### src/hw/silence_map.svh
/*
  register offsets, field positions, reset values and timing counts for the
  communication-silence supervisor. assumes inclusion by bare name.
*/
`ifndef SILENCE_MAP_SVH
`define SILENCE_MAP_SVH
// apb byte addresses
`define ADDR_LINK_SILENCE_FAULT_CONFIG 12'h028
`define ADDR_SILENCE_COUNTER 12'h02C
`define ADDR_SILENCE_CONTROL 12'h030
`define ADDR_SYSTEM_FAULT_REG 12'h034
// field positions
`define CFG_PD_MSB 7
`define CFG_PD_LSB 4
`define CFG_FAULT_MSB 3
`define CFG_FAULT_LSB 0
`define CTL_CLEAR_INHIBIT_BIT 0
`define FAULT_LINK_SILENCE_BIT 0
// reset values
`define CFG_RESET 8'h00
`define CTL_RESET 1'b0
// timing: system clock 250 MHz, tick source 4 kHz
`define SYS_CLK_HZ 250000000
`define TICK_HZ 4000
`define TICK_DIV (`SYS_CLK_HZ / `TICK_HZ)
`define CNT_WIDTH 24
// period ladder in 4 kHz ticks: 0.1 s .. 1 h
`define TICKS_CODE1 24'd400
`define TICKS_CODE2 24'd2000
`define TICKS_CODE3 24'd4000
`define TICKS_CODE4 24'd8000
`define TICKS_CODE5 24'd20000
`define TICKS_CODE6 24'd40000
`define TICKS_CODE7 24'd120000
`define TICKS_CODE8 24'd240000
`define TICKS_CODE9 24'd480000
`define TICKS_CODE10 24'd1200000
`define TICKS_CODE11 24'd2400000
`define TICKS_CODE12 24'd7200000
`define TICKS_CODE13 24'd14400000
`endif

### src/hw/silence_pkg.sv
/*
  types for the communication-silence supervisor.
  assumes silence_map.svh is available on the include path.
*/
package silence_pkg;
  typedef logic [3:0] period_code_t;
  typedef logic [23:0] tick_count_t;
endpackage

### src/hw/comm_silence_timeout.sv
/*
  communication-silence supervisor: apb registers, 4 kHz tick prescaler,
  shared 24-bit silence counter, timeout fault and power-down request.
  assumes i_frame_valid pulses one cycle per valid received frame, synchronous
  to I_REF_CLK, and that the apb master follows the usual two-phase protocol.
*/
`timescale 1ns/10ps
`include "silence_map.svh"

// Behaviour
// - power-down period code sits in config bits 7:4; zero disables power-down
// - power-down codes 1..13 map to 0.1 s up to 1 h
// - power down after a full selected period without a valid frame
// - timeout-fault period code sits in config bits 3:0; zero disables fault
// - fault codes 1..13 use the same 0.1 s to 1 h ladder
// - set link silence fault flag after selected fault period without frames
// - one shared 24-bit up-counter at 4 kHz times both periods
// - software write loads counter; reads meaningful only with clearing inhibited
module comm_silence_timeout
  import silence_pkg::*;
(
  // clock and reset
  input wire logic I_REF_CLK,
  input wire logic I_SYS_RST,
  // apb slave
  input wire logic I_PSEL,
  input wire logic I_PENABLE,
  input wire logic I_PWRITE,
  input wire logic [11:0] I_PADDR,
  input wire logic [31:0] I_PWDATA,
  output logic [31:0] O_PRDATA,
  output logic O_PREADY,
  output logic O_PSLVERR,
  // link side
  input wire logic I_FRAME_VALID,
  // status outputs
  output logic O_LINK_SILENCE_FAULT,
  output logic O_POWERDOWN
);

  // reference clocks per 4 kHz tick; a 16-bit prescaler is just wide enough
  localparam int TICK_DIV = `TICK_DIV;
  localparam logic [15:0] TICK_LAST = 16'(TICK_DIV - 1);

  logic [7:0] link_silence_fault_config;
  logic counter_clear_inhibit;
  tick_count_t silence_counter;
  logic [15:0] prescale;
  logic link_silence_fault;
  logic powerdown;
  logic [31:0] prdata;
  logic pslverr;

  logic [7:0] next_config;
  logic next_inhibit;
  tick_count_t next_counter;
  logic [15:0] next_prescale;
  logic next_fault;
  logic next_powerdown;
  logic [31:0] next_prdata;
  logic next_pslverr;

  logic wr_en;
  logic rd_en;
  logic tick;
  logic addr_hit;
  period_code_t pd_code;
  period_code_t fault_code;
  tick_count_t pd_limit;
  tick_count_t fault_limit;

  // ladder decode; reserved codes decode as disabled so they never fire
  function automatic tick_count_t period_ticks(input period_code_t code);
    tick_count_t t;
    t = 24'h000000;
    unique case (code)
      4'h1: t = `TICKS_CODE1;
      4'h2: t = `TICKS_CODE2;
      4'h3: t = `TICKS_CODE3;
      4'h4: t = `TICKS_CODE4;
      4'h5: t = `TICKS_CODE5;
      4'h6: t = `TICKS_CODE6;
      4'h7: t = `TICKS_CODE7;
      4'h8: t = `TICKS_CODE8;
      4'h9: t = `TICKS_CODE9;
      4'hA: t = `TICKS_CODE10;
      4'hB: t = `TICKS_CODE11;
      4'hC: t = `TICKS_CODE12;
      4'hD: t = `TICKS_CODE13;
      default: t = 24'h000000; // zero, 14 and 15: no timeout
    endcase
    return t;
  endfunction

  // apb decode; zero-wait slave, answer in the access cycle
  assign wr_en = I_PSEL & I_PENABLE & I_PWRITE;
  assign rd_en = I_PSEL & ~I_PENABLE & ~I_PWRITE;
  assign addr_hit = (I_PADDR == `ADDR_LINK_SILENCE_FAULT_CONFIG) || (I_PADDR == `ADDR_SILENCE_COUNTER) ||
                    (I_PADDR == `ADDR_SILENCE_CONTROL) || (I_PADDR == `ADDR_SYSTEM_FAULT_REG);
  assign pd_code = link_silence_fault_config[`CFG_PD_MSB:`CFG_PD_LSB];
  assign fault_code = link_silence_fault_config[`CFG_FAULT_MSB:`CFG_FAULT_LSB];
  assign pd_limit = period_ticks(pd_code);
  assign fault_limit = period_ticks(fault_code);
  assign tick = (prescale == TICK_LAST);

  // configuration and control: only a completed access phase writes them
  always_comb begin
    next_config = link_silence_fault_config;
    next_inhibit = counter_clear_inhibit;
    if (wr_en && I_PADDR == `ADDR_LINK_SILENCE_FAULT_CONFIG) begin
      next_config = I_PWDATA[7:0];
    end
    if (wr_en && I_PADDR == `ADDR_SILENCE_CONTROL) begin
      next_inhibit = I_PWDATA[`CTL_CLEAR_INHIBIT_BIT];
    end
  end

  // configuration registers
  always_ff @(posedge I_REF_CLK) begin
    if (I_SYS_RST) begin
      link_silence_fault_config <= `CFG_RESET;
      counter_clear_inhibit <= `CTL_RESET;
    end else begin
      link_silence_fault_config <= next_config;
      counter_clear_inhibit <= next_inhibit;
    end
  end

  // prescaler and shared silence counter
  always_comb begin
    next_prescale = tick ? 16'h0000 : prescale + 16'h0001;
    next_counter = silence_counter;
    // shared 4 kHz up-counter, saturating so it never wraps past 1 h
    if (tick && silence_counter != 24'hFFFFFF) begin
      next_counter = silence_counter + 24'h000001;
    end
    // a valid frame restarts the silence window unless clearing is inhibited, prescaler phase included,
    // so a period never comes up short by a partial tick
    if (I_FRAME_VALID && !counter_clear_inhibit) begin
      next_counter = 24'h000000;
      next_prescale = 16'h0000;
    end
    // software load wins over frame clear, it is the explicit request
    if (wr_en && I_PADDR == `ADDR_SILENCE_COUNTER) begin
      next_counter = I_PWDATA[23:0];
    end
  end

  // counter registers
  always_ff @(posedge I_REF_CLK) begin
    if (I_SYS_RST) begin
      prescale <= 16'h0000;
      silence_counter <= 24'h000000;
    end else begin
      prescale <= next_prescale;
      silence_counter <= next_counter;
    end
  end

  // fault flag and power-down request, both compared against the one counter
  always_comb begin
    next_fault = link_silence_fault;
    next_powerdown = powerdown;
    // write one to clear the fault flag
    if (wr_en && I_PADDR == `ADDR_SYSTEM_FAULT_REG && I_PWDATA[`FAULT_LINK_SILENCE_BIT]) begin
      next_fault = 1'b0;
    end
    // set wins over a same-cycle software clear
    if (fault_limit != 24'h000000 && silence_counter >= fault_limit) begin
      next_fault = 1'b1;
    end
    // power-down is sticky until reset: the device is going away
    if (pd_limit != 24'h000000 && silence_counter >= pd_limit) begin
      next_powerdown = 1'b1;
    end
  end

  // status flag registers
  always_ff @(posedge I_REF_CLK) begin
    if (I_SYS_RST) begin
      link_silence_fault <= 1'b0;
      powerdown <= 1'b0;
    end else begin
      link_silence_fault <= next_fault;
      powerdown <= next_powerdown;
    end
  end

  // read data and slave error are taken in the setup cycle, so the
  // zero-wait access cycle answers from flip-flops
  always_comb begin
    next_prdata = prdata;
    next_pslverr = 1'b0;
    if (rd_en) begin
      unique case (I_PADDR)
        `ADDR_LINK_SILENCE_FAULT_CONFIG: next_prdata = {24'h000000, link_silence_fault_config};
        `ADDR_SILENCE_COUNTER: next_prdata = {8'h00, silence_counter};
        `ADDR_SILENCE_CONTROL: next_prdata = {31'h00000000, counter_clear_inhibit};
        `ADDR_SYSTEM_FAULT_REG: next_prdata = {31'h00000000, link_silence_fault};
        default: next_prdata = 32'h00000000;
      endcase
    end
    if (I_PSEL && !I_PENABLE) begin
      next_pslverr = ~addr_hit;
    end
  end

  // apb answer registers
  always_ff @(posedge I_REF_CLK) begin
    if (I_SYS_RST) begin
      prdata <= 32'h00000000;
      pslverr <= 1'b0;
    end else begin
      prdata <= next_prdata;
      pslverr <= next_pslverr;
    end
  end

  // outputs
  assign O_PRDATA = prdata;
  assign O_PREADY = 1'b1;
  assign O_PSLVERR = pslverr & I_PSEL & I_PENABLE;
  assign O_LINK_SILENCE_FAULT = link_silence_fault;
  assign O_POWERDOWN = powerdown;

endmodule

### config.mk
export PLATFORM = sky130hd
export DESIGN_NAME = comm_silence_timeout
export DESIGN_NICKNAME = d
export VERILOG_FILES = /design/src/hw/silence_pkg.sv /design/src/hw/comm_silence_timeout.sv
export VERILOG_INCLUDE_DIRS = /design/src /design/src/hw
export SDC_FILE = /design/constraint.sdc
export NUM_CORES = 1
export LEC_CHECK = 0
export ABC_AREA = 1
export BUFFER_PORTS_ARGS = -buffer_cell sky130_fd_sc_hd__buf_2
export CAP_MARGIN = 20
export CORE_MARGIN = 2
export CORE_UTILIZATION = 50
export DETAILED_ROUTE_END_ITERATION = 8
export PLACE_DENSITY = 0.81
export SYNTH_ARGS = -nofsm -noshare
export SYNTH_HDL_FRONTEND = slang
export SYNTH_SLANG_ARGS = --single-unit
export TNS_END_PERCENT = 20
### constraint.sdc
create_clock -name I_REF_CLK -period 4 [get_ports I_REF_CLK]
set_clock_uncertainty 0.2 [all_clocks]
set_input_delay 0.2 -clock I_REF_CLK [delete_from_list [all_inputs] [get_ports I_REF_CLK]]
set_output_delay 0.2 -clock I_REF_CLK [all_outputs]
set_load 0.005 [all_outputs]
==> results.py, run 1 <==
metrics = {
    "setup_path": {
        "worstReg2RegStart": "silence_counter[0]",
        "required_ns": 4.15,
        "cp-end-kind": "flip-flop",
        "arrival_ns": 2.83,
        "critPathKind": "flip-flop to flip-flop",
        "path_max_fanout": 17,
        "reg2reg_to": "silence_counter[1]",
        "slowest_stage": "dfxtp_1",
        "crit_family": "simple AND/OR/NAND/NOR gates",
        "startpoint_type": "flip-flop",
        "crit_buf_inv": 2,
        "cpMostUsedCell": "nand2_1",
        "regToRegSetupSlack_ns": 1.32,
        "critical-path-max-stage-delay_ns": 0.40,
        "path_cells": "ha_1, nand2_1, nor2_2, nand2_1, nor2_1, nand2_1, nand2_1, nand3_2, buf_4, inv_2, nand2_1, a21oi_1",
        "r2r_cells": 12,
    },
    "floorplan": {
        "die_y_um": 125,
        "die_x_um": 125,
        "core_sq_um": 14400,
        "die_area_sq_um": 15500,
        "pin_count": 86,
        "initial_core_util": 0.507,
        "core.rowCount": 44,
    },
    "timing": {
        "timing.fmax_ghz": 0.373,
        "slew_viol_final": 0,
        "fin_worst_hold_slack_ns": 0.0182,
        "setup-tns-final_ns": 0,
        "slew_headroom": 0.476,
        "finalSetupViolCount": 0,
        "tightest_slew_ns": 0.786,
        "hold_viol": 0,
        "rsz0062_at_grt": "no",
        "fin_crit_sh": 0.670,
        "period_needed_ns": 2.68,
        "setup_ws_ns": 1.32,
    },
    "min_path": {
        "holdPathEnd": "prescale[12]",
        "hold_path.startpoint": "I_FRAME_VALID",
        "hold_class": "input pin to flip-flop",
        "holdPathStages": 4,
    },
    "run": {
        "maxCapViolations": 0,
    },
    "placed_design": {
        "gp_congestion": 0.945,
        "place_ws_ns": 1.37,
        "dp.cells": 1332,
        "placed_cell_area_sq_um": 7690,
        "port_buffers": 68,
        "place_hpwl_mm": 13.7,
    },
    "clock_network": {
        "cts_sinks": 114,
        "clkTransAtPathRegs_ns": 0.06,
        "numCtsBuffers": 17,
        "cts_buffer_depth": 2,
        "cts_root_buf": "clkbuf_16",
        "cts_resized": 0,
        "cts_tree": "yes",
        "insertion_delay_ns": 0.42,
        "htree_levels": 4,
    },
    "drt": {
        "wl_per_cell_um": 13.9,
        "vias": 7276,
        "drc": 0,
        "dr.pass1.iters": 7,
        "routed_wl_mm": 19.2,
        "drtIter0Drc": 525,
        "ant_nets": 0,
        "routed_via_density": 5.25,
    },
    "global_route": {
        "track_usage": 0.254,
        "gr-total-overflow": 0,
        "grt_max_degree": 34,
        "grt_pass1_wl_mm": 32.0,
        "grt_pass1_vias": 6928,
        "antenna_found_initial": 0,
    },
    "yosys": {
        "syn_inst": 1105,
        "ys_ff_latch": 114,
        "ys_warn_count": 0,
        "syn_area_sq_um": 7280,
        "avgSynthCellArea_sq_um": 6.59,
        "yosysUniqueCellTypes": 35,
        "ys_seq_area_frac": 0.313,
    },
    "finish": {
        "area_growth_pct": 16.8,
        "final_net_count": 1300,
        "fin_area_sq_um": 8510,
        "final_core_util": 0.592,
        "layoutNonFillerInstCount": 1386,
        "drive_gt1_frac": 0.119,
        "num_antenna_cells": 0,
    },
    "power": {
        "fin_total_pwr_mw": 2.94,
        "leakage_nw": 4.02,
        "ir_drop_mv": 0.290,
        "p_per_area_nw_per_um2": 345,
    },
    "status": {
        "outcome": "finished, final reports clean",
    },
}
## metal layers
layer  GRT usage  part of all wire
met1       0.307              0.43
met2       0.424              0.47
met5           0                 0
met4       0.127             0.040
met3      0.0597             0.059
## timing repair
item / in CTS / in global routing
hold buffers: 22 / 0
setup buffers: 0 / 0
hold endpoints to repair: 22 / 0
## worst reg2reg max path, stage by stage (launching register included)
cell and delay (ns):
dfxtp_1 0.40, ha_1 0.24, nand2_1 0.08, nor2_2 0.16
nand2_1 0.10, nor2_1 0.16, nand2_1 0.13, nand2_1 0.10
nand3_2 0.27, buf_4 0.32, inv_2 0.26, nand2_1 0.09
a21oi_1 0.13
## flip-flops by register name, indices dropped and copies added (netlist names)
signal / cells
link_silence_fault_config: 8
O_PRDATA: 24
silence_counter: 24
O_POWERDOWN: 1
pd_limit: 19
counter_clear_inhibit: 1
fault_limit: 19
O_LINK_SILENCE_FAULT: 1
pslverr: 1
prescale: 16
## report_power, final
part	switching, mW	total [mW]	leakage [nW]	internal (mW)
sequential	0.0326	1.18	0.922	1.15
combinational	0.147	0.245	2.83	0.0982
clock	0.569	1.51	0.277	0.941
total	0.748	2.94	4.02	2.19
## cells in the final DEF (no fill, tap or decap), drive strengths merged, types with 7 or more instances in the layout
master / netlist / layout
dfxtp: 114 / 114
nor4: 7 / 7
nor2: 146 / 146
a21oi: 62 / 62
o21ai: 34 / 34
nand2: 301 / 301
nand3: 101 / 101
ha: 61 / 61
nor3: 13 / 13
xor2: 11 / 11
inv: 157 / 161
dlygate4sd3: 0 / 22
nand4: 27 / 27
clkbuf: 12 / 19
conb: 2 / 9
buf: 26 / 74
## cell usage after synthesis, drive strengths merged
library cell	count	area share
clkbuf	12	0.0062
xor2	11	0.013
nand2	301	0.16
o21bai	4	0.0041
nand3b	6	0.0062
a21oi	62	0.043
or2	4	0.0034
o22ai	6	0.0052
o21a	2	0.0021
a21o	2	0.0021
nand3	101	0.076
nor3b	3	0.0031
a31oi	1	0.00086
nor4	7	0.0060
nor2	146	0.087
and2	2	0.0017
conb	2	0.0010
nor3	13	0.0089
o31ai	1	0.0010
inv	157	0.081
dfxtp	114	0.31
ha	61	0.10
nand4	27	0.023
buf	26	0.026
o21ai	34	0.023
## worst max path at each step
stage                       start                 end  slack, ns  depth (start not counted)
2_1_floorplan         I_PADDR[11]     fault_limit[10]       2.12                         10
3_3_place_gp   silence_counter[0]  silence_counter[1]       1.42                         12
3_5_place_dp   silence_counter[0]  silence_counter[4]       1.37                         12
4_1_cts        silence_counter[0]  silence_counter[4]       1.37                         12
5_1_grt        silence_counter[0]  silence_counter[4]       1.14                         12
6_report       silence_counter[0]  silence_counter[1]       1.32                         12
## logic make-up (layout without fill, tap and decap cells)
logic type | after synthesis | count (layout) | synth area share
compound gates | 112 | 112 | 0.0813
xor+xnor | 11 | 11 | 0.0132
fa+ha+maj | 61 | 61 | 0.105
buf+inv | 195 | 285 | 0.113
flops | 114 | 114 | 0.313
other cells | 2 | 9 | 0.00103
simple gates | 610 | 610 | 0.373
## cell type report
class | instances | area, sq um
clock buffers | 19 | 443
flip-flops and latches | 114 | 2280
repair buffers | 96 | 606
clock inverters | 13 | 151
fillers | 1328 | 5860
well taps | 184 | 230
multi-input cells | 803 | 4210
inverters | 157 | 589
No activity file was read; power rests on OpenSTA's default activity.
==> run 2: changes to the inputs <==
==> constraint.sdc (replaced) <==
create_clock -name I_REF_CLK -period 2.69 [get_ports I_REF_CLK]
set_clock_uncertainty 0.2 [all_clocks]
set_input_delay 0.1345 -clock I_REF_CLK [delete_from_list [all_inputs] [get_ports I_REF_CLK]]
set_output_delay 0.1345 -clock I_REF_CLK [all_outputs]
set_load 0.005 [all_outputs]
==> results.py, run 2 (synthesized netlist as in run 1, its figures left out) <==
metrics = {
    "drt": {
        "wl_per_cell_um": 14.5,
        "drtIter0Drc": 501,
        "drc": 0,
        "routed_wl_mm": 20.4,
        "routed_via_density": 5.38,
        "vias": 7557,
        "ant_nets": 0,
        "dr.pass1.iters": 7,
    },
    "power": {
        "clkPwrFrac": 0.515,
        "pwr-share-seq": 0.394,
        "leakage_nw": 4.13,
        "sw_frac_of_total": 0.236,
        "net-switching-power_mw": 1.05,
        "p_comb_frac": 0.090,
        "internal_power_mw": 3.39,
        "p_per_area_nw_per_um2": 511,
        "ir_drop_mv": 0.416,
    },
    "finish": {
        "drive_gt1_frac": 0.125,
        "final_core_util": 0.604,
        "num_antenna_cells": 0,
        "final_net_count": 1319,
        "most-common-layout-cells": "294 x nand2_1, 150 x inv_1, 135 x nor2_1",
        "layout_commonest_cell": "nand2_1",
        "area_growth_pct": 19.2,
    },
    "floorplan": {
        "core_sq_um": 14400,
        "die_y_um": 125,
        "pin_count": 86,
        "die_area_sq_um": 15500,
        "initial_core_util": 0.507,
        "core.rowCount": 44,
        "die_x_um": 125,
    },
    "min_path": {
        "hold_class": "input pin to flip-flop",
        "hold_path.startpoint": "I_PWDATA[5]",
    },
    "run": {
        "maxCapViolations": 0,
    },
    "timing": {
        "fin_crit_sh": 0.946,
        "setup-tns-final_ns": 0,
        "rsz0062_at_grt": "no",
        "tightest_slew_ns": 0.803,
        "period_needed_ns": 2.54,
        "finalSetupViolCount": 0,
        "timing.fmax_ghz": 0.393,
        "hold_viol": 0,
        "slew_headroom": 0.464,
        "slew_viol_final": 0,
    },
    "setup_path": {
        "crit_path_start": "I_PADDR[0]",
        "cp-end-kind": "flip-flop",
        "worstReg2RegStart": "silence_counter[0]",
        "critPathKind": "input pin to flip-flop",
        "startpoint_type": "input pin",
        "path_max_fanout": 12,
        "arrival_ns": 2.65,
        "required_ns": 2.80,
    },
    "global_route": {
        "grt_pass1_vias": 7063,
        "antenna_found_initial": 0,
        "track_usage": 0.262,
        "grt_max_degree": 34,
        "grt_pass1_wl_mm": 33.0,
        "gr-total-overflow": 0,
    },
    "clock_network": {
        "insertion_delay_ns": 0.42,
        "cts_tree": "yes",
        "cts_sinks": 114,
        "cts_buffer_depth": 2,
        "numCtsBuffers": 17,
        "htree_levels": 4,
        "clkTransAtPathRegs_ns": 0.05,
        "cts_setup_buffers": 0,
        "cts_hold_buf": 30,
        "cts_root_buf": "clkbuf_16",
        "cts_resized": 0,
    },
    "placed_design": {
        "gp_congestion": 0.965,
        "place_hpwl_mm": 14.2,
        "port_buffers": 68,
    },
    "status": {
        "outcome": "finished, final reports clean",
    },
}
-- run 2: cell types whose count changed in the layout (fill, tap and decap cells not counted), sizes merged, moves of 2 or more --
cell	previous run	this run
clkinv	3	5
clkinvlp	4	1
clkbuf	19	22
inv	161	157
dlygate4sd3	22	30
buf	74	85
-- run 2: stage by stage --
stage	hold slack, ns	total power, mW	setup WS (ns)	instance area (sq um)	cells
2_1_floorplan	0.0125	2.02	0.839	7310	1112
3_5_place_dp	0.147	2.14	0.364	7770	1343
5_1_grt	0.0545	4.59	0.0234	8680	1404
3_3_place_gp	0.146	2.13	0.403	7770	1343
4_1_cts	0.00435	4.44	0.254	8680	1404
6_report	0.00978	4.44	0.146	8680	1404
-- run 2: cell type report --
class,count,area [sq um]
repair buffers,115,768
multi-input cells,803,4210
fillers,1260,5690
inverters,157,589
clock inverters,9,130
flip-flops and latches,114,2280
well taps,184,230
clock buffers,22,474
-- run 2: worst max-delay path, cell delays in order --
cell and delay (ns):
dlygate4sd3_1 0.55, buf_2 0.13, nor2_1 0.23, nand2_1 0.16
nor2_1 0.21, nand4_1 0.22, nand3_2 0.30, inv_1 0.17
ha_1 0.26, inv_1 0.08, nand2_1 0.06, nand3_1 0.08
nand2_1 0.06
-- run 2: routing by layer --
layer | vias up | routed length, um | global-route usage
li1 | 3703 | - | -
met1 | 3440 | 8510 | 0.319
met2 | 340 | 9550 | 0.437
met3 | 74 | 1460 | 0.0601
met4 | 0 | 871 | 0.126
met5 | - | 0 | 0
-- run 2: power groups by stage --
| stage | combinational [mW] | clock (mW) | sequential [mW] |
|---|---|---|---|
| finish | 0.400 | 2.29 | 1.75 |
| global placement | 0.346 | 0 | 1.78 |
| detailed placement | 0.355 | 0 | 1.78 |
| global route | 0.450 | 2.39 | 1.75 |
| floorplan | 0.251 | 0 | 1.77 |
| CTS | 0.390 | 2.30 | 1.75 |
-- run 2: worst paths after layout --
kind	to	slack (ns)	cells after the start
setup / recovery	pd_limit[11]	0.15	13
hold / removal	silence_counter[5]	0.01	7
setup reg to reg	silence_counter[22]	0.36	11
hold reg to reg	prescale[0]	0.24	1
